## config.mk

```make
export PLATFORM = sky130hd
export DESIGN_NAME = tx_ch0_input_port_mux
export DESIGN_NICKNAME = d
export VERILOG_FILES = /design/src/design/edge_sync.v /design/src/design/tx_ch0_input_port_mux.v
export VERILOG_INCLUDE_DIRS = /design/src /design/src/pkg
export SDC_FILE = /design/constraint.sdc
export NUM_CORES = 1
export LEC_CHECK = 0
export BUFFER_PORTS_ARGS = -buffer_cell sky130_fd_sc_hd__buf_4
export CAP_MARGIN = 20
export CORE_ASPECT_RATIO = 0.6
export CORE_UTILIZATION = 57
export DETAILED_ROUTE_END_ITERATION = 8
export HOLD_SLACK_MARGIN = 0.08
export PLACE_DENSITY_LB_ADDON = 0.25
export SLEW_MARGIN = 20
export SYNTH_ARGS = -nofsm -noshare
export SYNTH_HDL_FRONTEND = slang
export SYNTH_SLANG_ARGS = --single-unit
```

## constraint.sdc

```tcl
create_clock -name sys_clk -period 2.4 [get_ports sys_clk]
set_clock_uncertainty 0.15 [all_clocks]
set_input_delay 0.36 -clock sys_clk [delete_from_list [all_inputs] [get_ports sys_clk]]
set_output_delay 0.36 -clock sys_clk [all_outputs]
set_load 0.005 [all_outputs]
```

## src/pkg/tx_port_map.vh

```
// Purpose: Constants for the channel-0 transmit input port mux
// Assumes: 50 MHz system clock
// Notes:   Mode codes, pin positions, default frame and pacing counts
`ifndef TX_PORT_MAP_VH
`define TX_PORT_MAP_VH

`define MODE_PACKET        1'b0
`define MODE_FRAMER        1'b1
`define PIN_BIT4           4
`define PIN_BIT5           5
`define PIN_BIT6           6
`define FRAME_BITS_DEF     4760
`define OH_PERIOD_DEF      85
`define PKT_CLK_HALF_DEF   4
`define BYTE_RESET_VAL     8'h00

`endif
```

## src/design/edge_sync.v

```verilog
// Purpose: Three-stage synchroniser with rise and fall detection
// Assumes: Input is asynchronous to sys_clk
// Notes:   A change counts once stages two and three agree
`timescale 1ns/1ps
module edge_sync (
   input  wire sys_clk,
   input  wire rst_n,
   input  wire din,
   output reg  level,
   output reg  rise,
   output reg  fall
);
   reg s1;
   reg s2;
   reg s3;

   always @(posedge sys_clk or negedge rst_n) begin
      if (!rst_n) begin
         s1    <= 1'b0;
         s2    <= 1'b0;
         s3    <= 1'b0;
         level <= 1'b0;
         rise  <= 1'b0;
         fall  <= 1'b0;
      end else begin
         s1 <= din;
         s2 <= s1;
         s3 <= s2;
         rise <= 1'b0;
         fall <= 1'b0;
         if (s2 == s3 && s3 != level) begin
            level <= s3;
            rise  <= s3;
            fall  <= ~s3;
         end
      end
   end
endmodule // edge_sync

```

## src/design/tx_ch0_input_port_mux.v

```verilog
// Purpose: Channel-0 transmit input port: shared pins in add-bus, packet or framer role
// Assumes: All link clocks and pins are slow next to sys_clk and pass through edge_sync
// Notes:   Shared pins 4 and 5 are two-way; the mux drives them only in framer mode
//          Every pin and link clock passes edge_sync, about four cycles of delay
//          Packet clock period is two times PKT_CLK_HALF system clock cycles
//          Overhead indicator stands one payload period; the next sampled bit is dropped
//          Frame and overhead counts restart whenever the framer role is left
// Functional notes
// Role of shared pins depends on whether the add bus is enabled.
// Add bus off: operating mode picks packet input or framer indicator role.
// Add bus on: pins form one byte, latched on add clock falling edge.
// Packet mode: shared pin five is bit five of the packet byte.
// Packet mode: device drives byte-rate packet clock toward the equipment.
// Packet mode: all eight bits captured on rising edge of packet clock.
// Framer mode: frame-end pulse high one payload clock on the frame's last bit.
// Framer mode: overhead indicator warns that next payload slot is ignored.
// Equipment seeing indicator high withholds the next payload bit.
// Framer mode: serial payload sampled on rising payload input clock edge.
// Indicators generated in the payload clock domain, ready for next bit.
`timescale 1ns/1ps
`include "tx_port_map.vh"
module tx_ch0_input_port_mux #(
   parameter FRAME_BITS   = `FRAME_BITS_DEF,
   parameter OH_PERIOD    = `OH_PERIOD_DEF,
   parameter PKT_CLK_HALF = `PKT_CLK_HALF_DEF
) (
   input  wire       sys_clk,
   input  wire       rst_n,
   input  wire       add_bus_enable,
   input  wire       operating_mode,
   input  wire [7:0] port_pins_in,
   output reg  [1:0] port_pins_out,
   output reg  [1:0] port_pins_oe,
   input  wire       tx_add_bus_clock,
   input  wire       tx_payload_input_clock,
   output reg        tx_packet_byte_clock,
   output reg  [7:0] add_byte,
   output reg        add_byte_valid,
   output reg  [7:0] packet_byte,
   output reg        packet_byte_valid,
   output reg        payload_bit,
   output reg        payload_bit_valid
);
   // Terminal counts, cut to counter width on purpose
   localparam [31:0] FRAME_LAST_W = FRAME_BITS - 1;
   localparam [31:0] OH_LAST_W    = OH_PERIOD - 1;
   localparam [31:0] HALF_LAST_W  = PKT_CLK_HALF - 1;
   localparam [12:0] FRAME_LAST   = FRAME_LAST_W[12:0];
   localparam [7:0]  OH_LAST      = OH_LAST_W[7:0];
   localparam [3:0]  HALF_LAST    = HALF_LAST_W[3:0];

   wire        add_fall;
   wire        pay_rise;
   wire [7:0]  pins_sync;
   wire [7:0]  tx_packet_byte_input;
   wire        tx_payload_serial_input;
   wire        tx_add_bus_data_bit4;
   wire        tx_add_bus_data_bit5;
   wire        frame_last_slot;
   wire        oh_last_slot;
   wire        half_done;
   wire        pkt_capture;
   wire        add_take;
   wire        framer_role;
   wire        packet_role;

   reg  [3:0]  half_cnt;
   reg  [12:0] bit_cnt;
   reg  [7:0]  oh_cnt;
   reg         oh_pending;
   reg  [12:0] next_bit_cnt;
   reg  [7:0]  next_oh_cnt;
   reg         next_oh_pending;
   reg         next_payload_bit;
   reg         next_payload_bit_valid;
   reg  [1:0]  next_pins_out;

   // Role decode: add bus wins, then operating mode
   assign framer_role = !add_bus_enable && operating_mode == `MODE_FRAMER;
   assign packet_role = !add_bus_enable && operating_mode == `MODE_PACKET;

   // Synced pins under their per-role names
   assign tx_packet_byte_input    = pins_sync;
   assign tx_add_bus_data_bit4    = pins_sync[`PIN_BIT4];
   assign tx_add_bus_data_bit5    = pins_sync[`PIN_BIT5];
   assign tx_payload_serial_input = pins_sync[`PIN_BIT6];

   assign add_take        = add_bus_enable && add_fall;
   assign half_done       = (half_cnt == HALF_LAST);
   assign pkt_capture     = packet_role && half_done && !tx_packet_byte_clock;
   assign frame_last_slot = (bit_cnt == FRAME_LAST);
   assign oh_last_slot    = (oh_cnt == OH_LAST);

   // Edge finders for the two link clocks
   edge_sync u_add_clk (
      .sys_clk (sys_clk),
      .rst_n   (rst_n),
      .din     (tx_add_bus_clock),
      .level   (),
      .rise    (),
      .fall    (add_fall)
   );

   edge_sync u_pay_clk (
      .sys_clk (sys_clk),
      .rst_n   (rst_n),
      .din     (tx_payload_input_clock),
      .level   (),
      .rise    (pay_rise),
      .fall    ()
   );

   // One synchroniser per shared pin
   genvar i;
   generate
      for (i = 0; i < 8; i = i + 1) begin : g_pin
         edge_sync u_pin (
            .sys_clk (sys_clk),
            .rst_n   (rst_n),
            .din     (port_pins_in[i]),
            .level   (pins_sync[i]),
            .rise    (),
            .fall    ()
         );
      end
   endgenerate

   // Add bus byte
   always @(posedge sys_clk or negedge rst_n) begin
      if (!rst_n) begin
         add_byte       <= `BYTE_RESET_VAL;
         add_byte_valid <= 1'b0;
      end else begin
         add_byte_valid <= 1'b0;
         if (add_take) begin
            add_byte       <= {pins_sync[7:6], tx_add_bus_data_bit5, tx_add_bus_data_bit4,
                               pins_sync[3:0]};
            add_byte_valid <= 1'b1;
         end
      end
   end

   // Packet clock generator and byte capture
   always @(posedge sys_clk or negedge rst_n) begin
      if (!rst_n) begin
         half_cnt             <= 4'h0;
         tx_packet_byte_clock <= 1'b0;
         packet_byte          <= `BYTE_RESET_VAL;
         packet_byte_valid    <= 1'b0;
      end else begin
         packet_byte_valid <= 1'b0;
         if (!packet_role) begin
            half_cnt             <= 4'h0;
            tx_packet_byte_clock <= 1'b0;
         end else if (half_done) begin
            half_cnt             <= 4'h0;
            tx_packet_byte_clock <= ~tx_packet_byte_clock;
         end else begin
            half_cnt <= half_cnt + 4'h1;
         end
         // Capture on the clock's low to high toggle
         if (pkt_capture) begin
            packet_byte       <= tx_packet_byte_input;
            packet_byte_valid <= 1'b1;
         end
      end
   end

   // Serial payload and frame/overhead indicators, paced by payload clock
   always @* begin
      next_bit_cnt           = bit_cnt;
      next_oh_cnt            = oh_cnt;
      next_oh_pending        = oh_pending;
      next_payload_bit       = payload_bit;
      next_payload_bit_valid = 1'b0;
      next_pins_out          = port_pins_out;
      if (!framer_role) begin
         next_bit_cnt    = 13'h0000;
         next_oh_cnt     = 8'h00;
         next_oh_pending = 1'b0;
         next_pins_out   = 2'h0;
      end else if (pay_rise) begin
         // Slot flagged one period earlier carries no payload
         if (!oh_pending) begin
            next_payload_bit       = tx_payload_serial_input;
            next_payload_bit_valid = 1'b1;
         end
         if (frame_last_slot) begin
            next_bit_cnt = 13'h0000;
         end else begin
            next_bit_cnt = bit_cnt + 13'h0001;
         end
         if (oh_last_slot) begin
            next_oh_cnt = 8'h00;
         end else begin
            next_oh_cnt = oh_cnt + 8'h01;
         end
         next_oh_pending  = oh_last_slot;
         next_pins_out[1] = frame_last_slot;
         next_pins_out[0] = oh_last_slot;
      end
   end

   // Register the payload slot state
   always @(posedge sys_clk or negedge rst_n) begin
      if (!rst_n) begin
         bit_cnt           <= 13'h0000;
         oh_cnt            <= 8'h00;
         oh_pending        <= 1'b0;
         payload_bit       <= 1'b0;
         payload_bit_valid <= 1'b0;
         port_pins_out     <= 2'h0;
         port_pins_oe      <= 2'h0;
      end else begin
         bit_cnt           <= next_bit_cnt;
         oh_cnt            <= next_oh_cnt;
         oh_pending        <= next_oh_pending;
         payload_bit       <= next_payload_bit;
         payload_bit_valid <= next_payload_bit_valid;
         port_pins_out     <= next_pins_out;
         port_pins_oe      <= {framer_role, framer_role};
      end
   end
endmodule // tx_ch0_input_port_mux

```

# Word level (Yosys, flattened, before mapping)
# Index checks and enable logic that the tools add are counted.
# totals
ramBits	0
romBits	0
ff_bits	92
latchBits	0
mem_count	0
# classes
addsub	3
n_bitwise	4
n_reduce_logical	18
n_mux	21
n_eq_ne	25
div_mod_pow	0
shifts	0
magnitude_cmp	0
n_mul	0
# ops
cell	n
$mux W13	3
$mux W8	3
$logic_and A1 B1 Y1	15
$add A13 B1 Y13 const B	1
$eq A13 B13 Y1 const B	1
$mux W1	11
$eq A1 B1 Y1	10
$ne A1 B1 Y1	10
$add A8 B1 Y8 const B	1
$eq A8 B7 Y1 const B	1
$mux W4	2
$add A4 B1 Y4 const B	1
$eq A4 B2 Y1 const B	1
$mux W2	2
$not A1 Y1	4
$reduce_and A3 Y1	1
$logic_not A1 Y1	2
$ne A2 B1 Y1 const B	1
$ne A2 B2 Y1 const B	1

# Depth between registers and ports, before layout
# Gate-level depths: netlist of run 1.
# logic_depth
word_depth	5
depth_mapped	6
ltp_nobuf	6

# Hierarchy
# A second synthesis of run 1 with hierarchy kept.
# unflattened
hier_cells	287
area_unflattened_um2	4053.9
# modules_own_cells
module	instances	area_each_um2	cells_each
tx_ch0_input_port_mux	1	2264.7	197
edge_sync	10	178.9	9

# Worst setup path after synthesis of run 1
# No wires, ideal clock.
# synth_path
path_kind	register to register
start	register bit_cnt[0]
end	register bit_cnt[11]
setup_slack_ns	0.631
t_required_ns	2.124
t_arrival_ns	1.493
synth_period_minus_slack_ns	1.769
path_buffers	0
path_stages_with_launch	6
cell_sequence	dfrtp_1 -> ha_1 -> and4_1 -> a31oi_2 -> and4bb_2 -> a221o_1
# synth_between
elab_chain_cells	4
# synth_rtl
item	line_no	source
start, declared	tx_ch0_input_port_mux.v:68	reg [12:0] bit_cnt;
start signal, assigned	tx_ch0_input_port_mux.v:215	bit_cnt <= next_bit_cnt;
$add A13 B1 Y13 / $eq A13 B13 Y1 (equally long branches)	tx_ch0_input_port_mux.v:191, tx_ch0_input_port_mux.v:91	
$mux W13 *	tx_ch0_input_port_mux.v:188	if (frame_last_slot) begin
$mux W13 *	tx_ch0_input_port_mux.v:182	end else if (pay_rise) begin
$mux W13 *	tx_ch0_input_port_mux.v:177	if (!framer_role) begin
# Mark *: on every way between the ends. The rest lies on a longest branch, timed or not. The select of a mux whose other input is x is not followed.
# A chain may end at the register's enable or synchronous reset.

# Worst setup path after layout of run 1
# layout_path
start	register bit_cnt[0]
end	register bit_cnt[12]
# The elaborated chain is that of the path after synthesis.

==> metrics.md, run 1 <==
| Metric | Value |
|---|---|
| Outcome | completed |
| Critical setup path kind | reg -> reg |
| Switch Pwr | 686.5 uW |
| Fin worst setup slack | 0.3987 ns |
| Share of async-settable or async-resettable flops after synthesis | 100.0% |
| Fmax | 499.7 MHz |
| Layout Nets | 320 |
| Total negative slack | 0 ns |
| Internal power | 2.282 mW |
| Syn Nets | 263 |
| Worst EP required | 2.53 ns |
| Synth warn | 0 |
| Starting Density | 59.96% |
| Library cells used by synthesis | 40 |
| Max VDD drop | 0.4420 mV |
| Initial antenna violation count | 0 |
| Gr ovfl total | 0 |
| Storage element area | 2277 um2 |
| Worst skew pair latency | 0.35 ns |
| Maximum clock insertion buffer count | 2 |
| Clock buffer count from CTS | 9 |
| Drt first pass iters | 4 |
| Number of global-route vias before repair | 1949 |
| Clock share of power | 33.6% |
| Sequential area share after synthesis | 66.91% |
| CP max FO | 10 |
| WL final | 5922 um |
| Worst-Margin Slew | 0.5271 ns |
| CP cell instances | ha_1 > and4_1 > a31oi_2 > o21ai_0 > a31oi_1 |
| Largest net degree at the start of global routing | 52 |
| Port buffer count | 38 |
| HP Class | reg -> reg |
| GRT Total Usage | 21.37% |
| Most frequent cells in the layout | 91 x dfrtp_1, 39 x buf_4, 19 x nor2_1, 17 x nand2_1 |
| RSZ-0062 raised after global routing | no |
| Global Route met2 Usage | 30.98% |
| Sequential power share | 57.3% |
| Drt drc | 0 |
| Final Total Pwr | 2.969 mW |
| H-Tree Depth | 3 |
| Pre-CTS WS | 0.2748 ns |
| Final Max Slew Viols | 0 |
| Area of the multi-input gates | 1065 um2 |
| Antenna Nets Post-Route | 0 |
| EDFF count, synth | 0 |
| Combinational share of power | 9.1% |
| Slew margin rel. | 64.86% |
| Critical Path AT | 2.13 ns |
| CTS Sinks | 91 |
| CTS tree | yes |
| Cell Area, Synth | 3403 um2 |
| Initial drt markers | 51 |
| Number of gates resized after CTS | 0 |
| Post-DP HPWL | 4068 um |
| Layer with the highest usage | met2 |
| Die width | 101.8 um |
| # IOs | 39 |
| Most common cell after layout, fill and taps aside | dfrtp_1 |
| P_leak | 1.897 nW |
| Period utilization | 83.39% |
| Post-Synthesis Cells | 245 |
| Share of cells above drive strength 1 | 26.14% |
| Drt wl/cell | 15.34 um |
| Met3 GRT Util | 5.817% |
| Hold slack | 0.2032 ns |
| Die H | 61.86 um |
| Mean Syn Cell Area | 13.89 um2 |
| Inserted Diodes | 0 |
| Setup violators final | 0 |
| Fill cell count | 387 |
| First-pass GRT wire length | 9549 um |
| GPL Wtd Cong | 0.8565 |
| Via density | 5.339 |
| Post-CTS setup buffers | 0 |
| PwrDens | 727.6 nW/um2 |
| Die area | 6294 um2 |
| CP peak stage delay | 0.47 ns |
| Syn-to-layout area delta | 19.89% |
| Met1 usage | 30.73% |
| Root Buffer | clkbuf_8 |
| Clock transition at path regs | 0.08 ns |
| Core area | 5675 um2 |
| Row Count | 21 |
| Final hold viol count | 0 |
| Sw Ratio | 23.12% |
| Max Cap Viol | 0 |
| Worst setup SP type | flop |
| CP max stage cell | a31oi_2 |
| #FFs+latches synth | 91 |
| Setup crit end kind | flop |
| Final min period | 2.001 ns |
| Top_reg_cell synth | dfrtp_1 |
| DR vias | 2061 |
[routing by layer]
layer,vias up,wire length (um)
li1,967,-
met1,1030,3002
met2,57,2554
met3,7,295
met4,0,70
met5,-,0
[flip-flops by register name, summed over array words and instances, names as in the netlist, 2 cells and up]
name / count
bit_cnt: 13
g_pin.u_pin.s2: 8
oh_cnt: 8
half_cnt: 4
port_pins_out: 2
add_byte: 8
g_pin.u_pin.level: 8
g_pin.u_pin.s3: 8
packet_byte: 8
g_pin.u_pin.s1: 8
[critical path: cells and delay by family (launching register included)]
family / cells / cell delay, ns
DFF: 1 / 0.42
adders and majority gates: 1 / 0.27
and+or+nand+nor: 1 / 0.21
AOI/OAI and AO/OA: 3 / 0.88
[cell usage after synthesis (2+ instances only)]
library cell  count  area, um2
a31oi_1           3      18.77
nand4_1           6      37.54
nand3b_1          2      15.01
nand3_1           6      30.03
xnor2_1           7      61.31
a22o_1            2      17.52
mux2_4            8      120.1
nor3_1            3      15.01
or3_1             2      12.51
a21oi_1           6      30.03
nor2_1           19      71.32
ha_1              4      50.05
buf_4             2      15.01
o21ai_0           3      15.01
xor2_1            7      61.31
nand2_1          17      63.81
dfrtp_1          91       2277
and3_1            5      31.28
maj3_1           10      100.1
inv_1             7      26.28
nand2b_1          3      18.77
and4_1            3      26.28
and4bb_2          2      25.02
mux2_2           11      123.9
[repair_timing]
action,CTS,global route
hold endpoints to repair,50,0
setup endpoints to repair,0,0
hold buffers,11,0
[cells by family (layout without fill, tap and decap cells)]
kind of cell,count (synthesis),count (layout),synth area share (%)
and+or+nand+nor,75,75,12.06
xor gates and xnor gates,14,14,3.603
buffers and inverters,12,73,1.801
AOI/OAI and AO/OA,20,20,4.044
DFF,91,91,66.91
adders and majority gates,14,14,4.412
muxes,19,19,7.169
[worst paths after layout]
| kind | from | end | slack (ns) | cells past startpoint |
|---|---|---|---|---|
| worst max-delay path | bit_cnt[0]$_DFFE_PN0P_ | bit_cnt[12]$_DFFE_PN0P_ | 0.40 | 5 |
| worst min-delay path | g_pin[4].u_pin.s1$_DFF_PN0_ | g_pin[4].u_pin.s2$_DFF_PN0_ | 0.20 | 0 |
| worst max register to register | bit_cnt[0]$_DFFE_PN0P_ | bit_cnt[12]$_DFFE_PN0P_ | 0.40 | 5 |
| worst min register to register | g_pin[4].u_pin.s1$_DFF_PN0_ | g_pin[4].u_pin.s2$_DFF_PN0_ | 0.20 | 0 |
| max in group asynchronous | rst_n | g_pin[6].u_pin.s2$_DFF_PN0_ | 1.08 | 3 |
| min in group asynchronous | rst_n | oh_cnt[5]$_DFFE_PN0P_ | 0.38 | 2 |
[power by group through the flow]
stage          Sequential, mW  Combinational [mW]  Clock [mW]
2_1_floorplan            1.72              0.0945           0
3_5_place_dp             1.73               0.260           0
4_1_cts                  1.70               0.274        1.02
3_3_place_gp             1.73               0.253           0
6_report                 1.70               0.270       0.998
5_1_grt                  1.72               0.301        1.08
[area by class of cell]
type / count / share of cell area [%]
clock inverter: 6 / 1.595
timing repair buffer: 51 / 10.36
sequential: 91 / 55.81
tap: 80 / 2.453
clock buffer: 9 / 3.036
multi-input combinational: 142 / 26.10
inverter: 7 / 0.6440
[through the flow]
stage	utilization, %	instance area (um2)	cells
6_report	71.89	4080	386
5_1_grt	71.89	4080	386
4_1_cts	71.89	4080	386
3_5_place_dp	66.62	3781	360
3_3_place_gp	66.62	3781	360
2_1_floorplan	-	3403	245
Power figures use the tool's default switching activity.
==> inputs of run 2 (changes only) <==
- clock period: 2.4 -> 2 ns (I/O delays scaled with it)
==> run 2 against run 1 <==
  * Power increased by 28%
  * Core utilization increased by 1.3 points
  * Critical path depth unchanged
  * Sequential share of layout area decreased by 0.96 points
  * Via count decreased by 1.4%
  * Non-clock buffer count increased by 2
  * Routed wire length decreased by 0.56%
  * Cell count increased by 0.52%
  * Combinational power increased by 20%
  * Setup slack got worse by 0.30 ns
  * Design area increased by 1.7%
  * Critical path type unchanged
  * Largest cell class unchanged
==> metrics.md, run 2 (synthesis gave the netlist of run 1 again) <==
| Metric | Value |
|---|---|
| Outcome | completed |
| Slew margin rel. | 68.29% |
| Register with the most flip-flops | bit_cnt |
| CP max FO | 10 |
| P_leak | 1.930 nW |
| Via density | 5.240 |
| Most common cell after layout, fill and taps aside | dfrtp_1 |
| Drt first pass iters | 4 |
| Drt wl/cell | 15.18 um |
| Worst EP required | 2.09 ns |
| CTS tree | yes |
| Final min period | 1.901 ns |
| Syn-to-layout area delta | 21.99% |
| Pre-CTS WS | 0.08350 ns |
| Max VDD drop | 0.5531 mV |
| Fmax | 526.0 MHz |
| Fill cell count | 393 |
| Die area | 6294 um2 |
| Die width | 101.8 um |
| Setup violators final | 0 |
| Gr ovfl total | 0 |
| GPL Wtd Cong | 0.8925 |
| Worst setup SP type | flop |
| Inserted Diodes | 0 |
| HP Class | in -> reg |
| Layout Nets | 322 |
| Period utilization | 95.06% |
| Number of global-route vias before repair | 1976 |
| Core Util, Final | 73.15% |
| Met1 Wirelength | 2962 um |
| Max Cap Viol | 0 |
| Area of the multi-input gates | 1074 um2 |
| Reg2Reg Launch Point | bit_cnt[0]$_DFFE_PN0P_ |
| Critical Path AT | 1.99 ns |
| Post-Layout Cell Count | 388 |
| Storage element area | 2277 um2 |
| RSZ-0062 raised after global routing | no |
| Setup crit end kind | flop |
| Cell Area, Placed | 3796 um2 |
| Uppermost routed layer | met4 |
| Die H | 61.86 um |
| Clock buffer count from CTS | 9 |
| Max reg flops | 13 |
| Share of cells above drive strength 1 | 26.62% |
| Final hold viol count | 0 |
| Core area | 5675 um2 |
| H-Tree Depth | 3 |
| Critical setup path kind | reg -> reg |
| Port buffer count | 38 |
| Initial drt markers | 142 |
| Post-DP HPWL | 4001 um |
| First-pass GRT wire length | 9694 um |
| Hold slack | 0.1441 ns |
| CTS Sinks | 91 |
| PwrDens | 916.9 nW/um2 |
| Post-CTS setup buffers | 0 |
| Total negative slack | 0 ns |
| Antenna Nets Post-Route | 0 |
| GRT Total Usage | 21.58% |
| DR WL met2 | 2579 um |
| Worst setup path start | bit_cnt[0]$_DFFE_PN0P_ |
| Final Max Slew Viols | 0 |
| Largest net degree at the start of global routing | 69 |
| Starting Density | 59.96% |
| Dpl cells | 362 |
| Worst skew pair latency | 0.35 ns |
| Final Total Pwr | 3.806 mW |
| Fin worst setup slack | 0.09871 ns |
| Clock transition at path regs | 0.08 ns |
| Finished Cell Area | 4151 um2 |
| Met3 Routed Length | 288 um |
| # IOs | 39 |
| Most frequent cells in the layout | 91 x dfrtp_1, 41 x buf_4, 19 x nor2_1, 17 x nand2_1 |
| Root Buffer | clkbuf_8 |
| Row Count | 21 |
| WL final | 5889 um |
| DR vias | 2033 |
| Maximum clock insertion buffer count | 2 |
| Hold Crit Start | operating_mode |
| Drt drc | 0 |
| Initial antenna violation count | 0 |
| Worst-Margin Slew | 0.4744 ns |
## run 2: cell count changes in the layout (fill, tap and decap cells not counted), sizes merged
cell      change
bufinv        +2
clkinv        -1
clkinvlp      -1
buf           +2
## run 2: final timing paths
kind	end	slack (ns)	depth (start not counted)
max in group asynchronous	g_pin[3].u_pin.level$_DFFE_PN0P_	0.81	3
min in group asynchronous	oh_cnt[5]$_DFFE_PN0P_	0.25	2
setup / recovery	bit_cnt[11]$_DFFE_PN0P_	0.1	5
hold reg to reg	g_pin[6].u_pin.s2$_DFF_PN0_	0.20	0
hold / removal	port_pins_out[1]$_DFFE_PN0P_	0.14	3
setup reg to reg	bit_cnt[11]$_DFFE_PN0P_	0.1	5
## run 2: routing by layer
metal | up-vias | track usage (%)
met5 | - | 0
met4 | 0 | 9.524
met3 | 5 | 5.928
met2 | 50 | 31.18
met1 | 1003 | 31.16
li1 | 975 | -
## run 2: power breakdown
part | switching [mW] | leakage, nW | internal [mW] | total, mW
combinational | 0.123 | 0.654 | 0.201 | 0.324
sequential | 0.0758 | 1.16 | 1.96 | 2.04
clock | 0.612 | 0.120 | 0.830 | 1.44
## run 2: repair_timing
item / CTS / global route
hold endpoints to repair: 89 / 0
gates resized for setup: 0 / 1
hold buffers: 11 / 0
setup endpoints to repair: 0 / 2
## run 2: area by class of cell
class                   instances  share of cell area, %
well taps                      80                  2.411
clock buffers                   9                  2.984
clock inverters                 6                  2.712
inverters                       7                 0.6329
flip-flops and latches         91                  54.85
multi-input cells             142                  25.86
repair buffers                 53                  10.55
## run 2: worst max-delay path, cell delays in order, from the launching register on
cell,delay (ns)
dfrtp_1,0.40
ha_1,0.24
and4_1,0.31
a31oi_4,0.17
and4bb_2,0.27
a221o_1,0.25
==> inputs of run 3 (changes only) <==
--- a/config.mk
+++ b/config.mk
@@ -11,3 +11,3 @@
 export CORE_ASPECT_RATIO = 0.6
-export CORE_UTILIZATION = 57
+export CORE_UTILIZATION = 55
 export DETAILED_ROUTE_END_ITERATION = 8
--- a/constraint.sdc
+++ b/constraint.sdc
@@ -4,2 +4,2 @@
 set_output_delay 0.3 -clock sys_clk [all_outputs]
-set_load 0.005 [all_outputs]
+set_load 0.02 [all_outputs]
==> run 3 against run 2 <==
  * Global-route usage decreased by 1.0 points
  * Design area decreased by 0.54%
  * Critical path depth unchanged
  * Count of clock-buffer cells in the layout unchanged
  * Cell count increased by 0.52%
  * Non-clock buffer count increased by 2
  * Hold slack about the same
  * Power decreased by 2.9%
  * Routed wire length decreased by 0.75%
  * Register-to-register slack about the same
  * Fmax increased by 0.69%
  * Via count unchanged
==> metrics.md, run 3 (synthesis gave the netlist of run 1 again) <==
| Metric | Value |
|---|---|
| Slew margin rel. | 66.30% |
| Layer with the highest usage | met2 |
| Clock buffer count from CTS | 9 |
| CP cell instances | ha_1 > and4_2 > a31oi_4 > and4bb_2 > a221o_1 |
| Critical Path AT | 1.99 ns |
| Post-CTS setup buffers | 0 |
| Met1 usage | 29.61% |
| Fmax | 529.6 MHz |
| Clock transition at path regs | 0.09 ns |
| GRT Total Usage | 20.53% |
| Max reg flops | 13 |
| Drt wl/cell | 14.99 um |
| Outcome | completed |
| Initial drt markers | 117 |
| Drt drc | 0 |
| Core Util, Final | 71.75% |
| P_leak | 1.914 nW |
| Critical setup path kind | reg -> reg |
| Total negative slack | 0 ns |
| HP Class | in -> reg |
| Share of cells above drive strength 1 | 27.42% |
| Layout Nets | 324 |
| Family with the most delay on the worst path | simple AND/OR/NAND/NOR gates |
| Inserted Diodes | 0 |
| CTS tree | yes |
| Worst setup SP type | flop |
| WL final | 5845 um |
| GPL Wtd Cong | 0.8831 |
| Gr ovfl total | 0 |
| Die width | 103.6 um |
| Post-DP HPWL | 4028 um |
| H-Tree Depth | 3 |
| Worst-Margin Slew | 0.5042 ns |
| Die area | 6516 um2 |
| Initial antenna violation count | 0 |
| First-pass GRT wire length | 10040 um |
| Max VDD drop | 0.5459 mV |
| Syn-to-layout area delta | 21.32% |
| Maximum clock insertion buffer count | 2 |
| PwrDens | 895.5 nW/um2 |
| CP peak stage delay | 0.40 ns |
| # IOs | 39 |
| RSZ-0062 raised after global routing | no |
| Post-Layout Cell Count | 390 |
| Worst skew pair latency | 0.36 ns |
| Number of global-route vias before repair | 2062 |
| Max Cap Viol | 0 |
| Core area | 5754 um2 |
| Period utilization | 94.41% |
| Setup crit end kind | flop |
| Drt first pass iters | 4 |
| CP max FO | 10 |
| Largest net degree at the start of global routing | 47 |
| Via density | 5.213 |
| Most common cell after layout, fill and taps aside | dfrtp_1 |
| Root Buffer | clkbuf_8 |
| Port buffer count | 38 |
| Dpl cells | 364 |
| Most frequent cells in the layout | 91 x dfrtp_1, 43 x buf_4, 19 x nor2_1, 17 x nand2_1 |
| Crit path buffers/inverters | 0 |
| Antenna Nets Post-Route | 0 |
| Final hold viol count | 0 |
| Met3 GRT Util | 6.048% |
| Global Route met2 Usage | 29.78% |
| Hold slack | 0.1441 ns |
| Worst EP required | 2.10 ns |
| CP max stage cell | dfrtp_1 |
| Row Count | 21 |
| Final min period | 1.888 ns |
| Starting Density | 59.14% |
| DR vias | 2033 |
| Final Max Slew Viols | 0 |
| CTS Sinks | 91 |
| Setup violators final | 0 |
| Final Total Pwr | 3.697 mW |
| Register with the most flip-flops | bit_cnt |
| Die H | 62.93 um |
run 3: cell count changes in the layout (fill, tap and decap cells not counted), sizes merged:
cell	before	now
bufinv	3	1
clkinvlp	0	2
buf	42	44
run 3: worst paths after layout:
| check | from | endpoint | slack [ns] | cells after the start |
|---|---|---|---|---|
| hold reg to reg | g_pin[3].u_pin.s1$_DFF_PN0_ | g_pin[3].u_pin.s2$_DFF_PN0_ | 0.20 | 0 |
| setup reg to reg | bit_cnt[0]$_DFFE_PN0P_ | bit_cnt[11]$_DFFE_PN0P_ | 0.11 | 5 |
| hold / removal | operating_mode | port_pins_out[1]$_DFFE_PN0P_ | 0.14 | 3 |
| max in group asynchronous | rst_n | bit_cnt[3]$_DFFE_PN0P_ | 0.86 | 3 |
| setup / recovery | bit_cnt[0]$_DFFE_PN0P_ | bit_cnt[11]$_DFFE_PN0P_ | 0.11 | 5 |
| min in group asynchronous | rst_n | port_pins_oe[0]$_DFF_PN0_ | 0.26 | 2 |
run 3: area by class of cell:
class,count,area [um2]
multi-input combinational,142,1075
clock buffer,9,123.9
inverter,7,26.28
sequential,91,2277
timing repair buffer,55,452.9
clock inverter,6,73.82
tap,80,100.1
fill,365,1625
run 3: routing by layer:
layer / wire length [um] / vias to the layer above
met5: 0 / -
met2: 2530 / 43
met1: 2987 / 1002
met4: 79 / 0
met3: 247 / 9
li1: - / 979
run 3: timing repair:
action / 4_1_cts / 5_1_grt
hold buffers: 11 / 0
gates resized for setup: 0 / 2
setup endpoints to repair: 0 / 2
endpoints found under the hold margin: 41 / 0
run 3: power breakdown:
part | switching, mW | total [mW] | internal, mW
logic | 0.210 | 0.419 | 0.208
registers | 0.0749 | 2.04 | 1.96
clock network | 0.654 | 1.24 | 0.585
total | 0.939 | 3.70 | 2.76
run 3: stage by stage:
step	setup slack (ns)	cell area, um2
2_1_floorplan	0.2309	3403
3_3_place_gp	0.1597	3811
3_5_place_dp	0.07476	3811
4_1_cts	0.05814	4119
5_1_grt	0.006216	4129
6_report	0.1117	4129
run 3: worst register-to-register path, delay by kind of cell (launching register included):
family / cells / cell delay (ns)
flip-flops: 1 / 0.40
adder cells (fa/ha/maj): 1 / 0.24
AO/OA/AOI/OAI: 2 / 0.42
AND/OR/NAND/NOR: 2 / 0.57
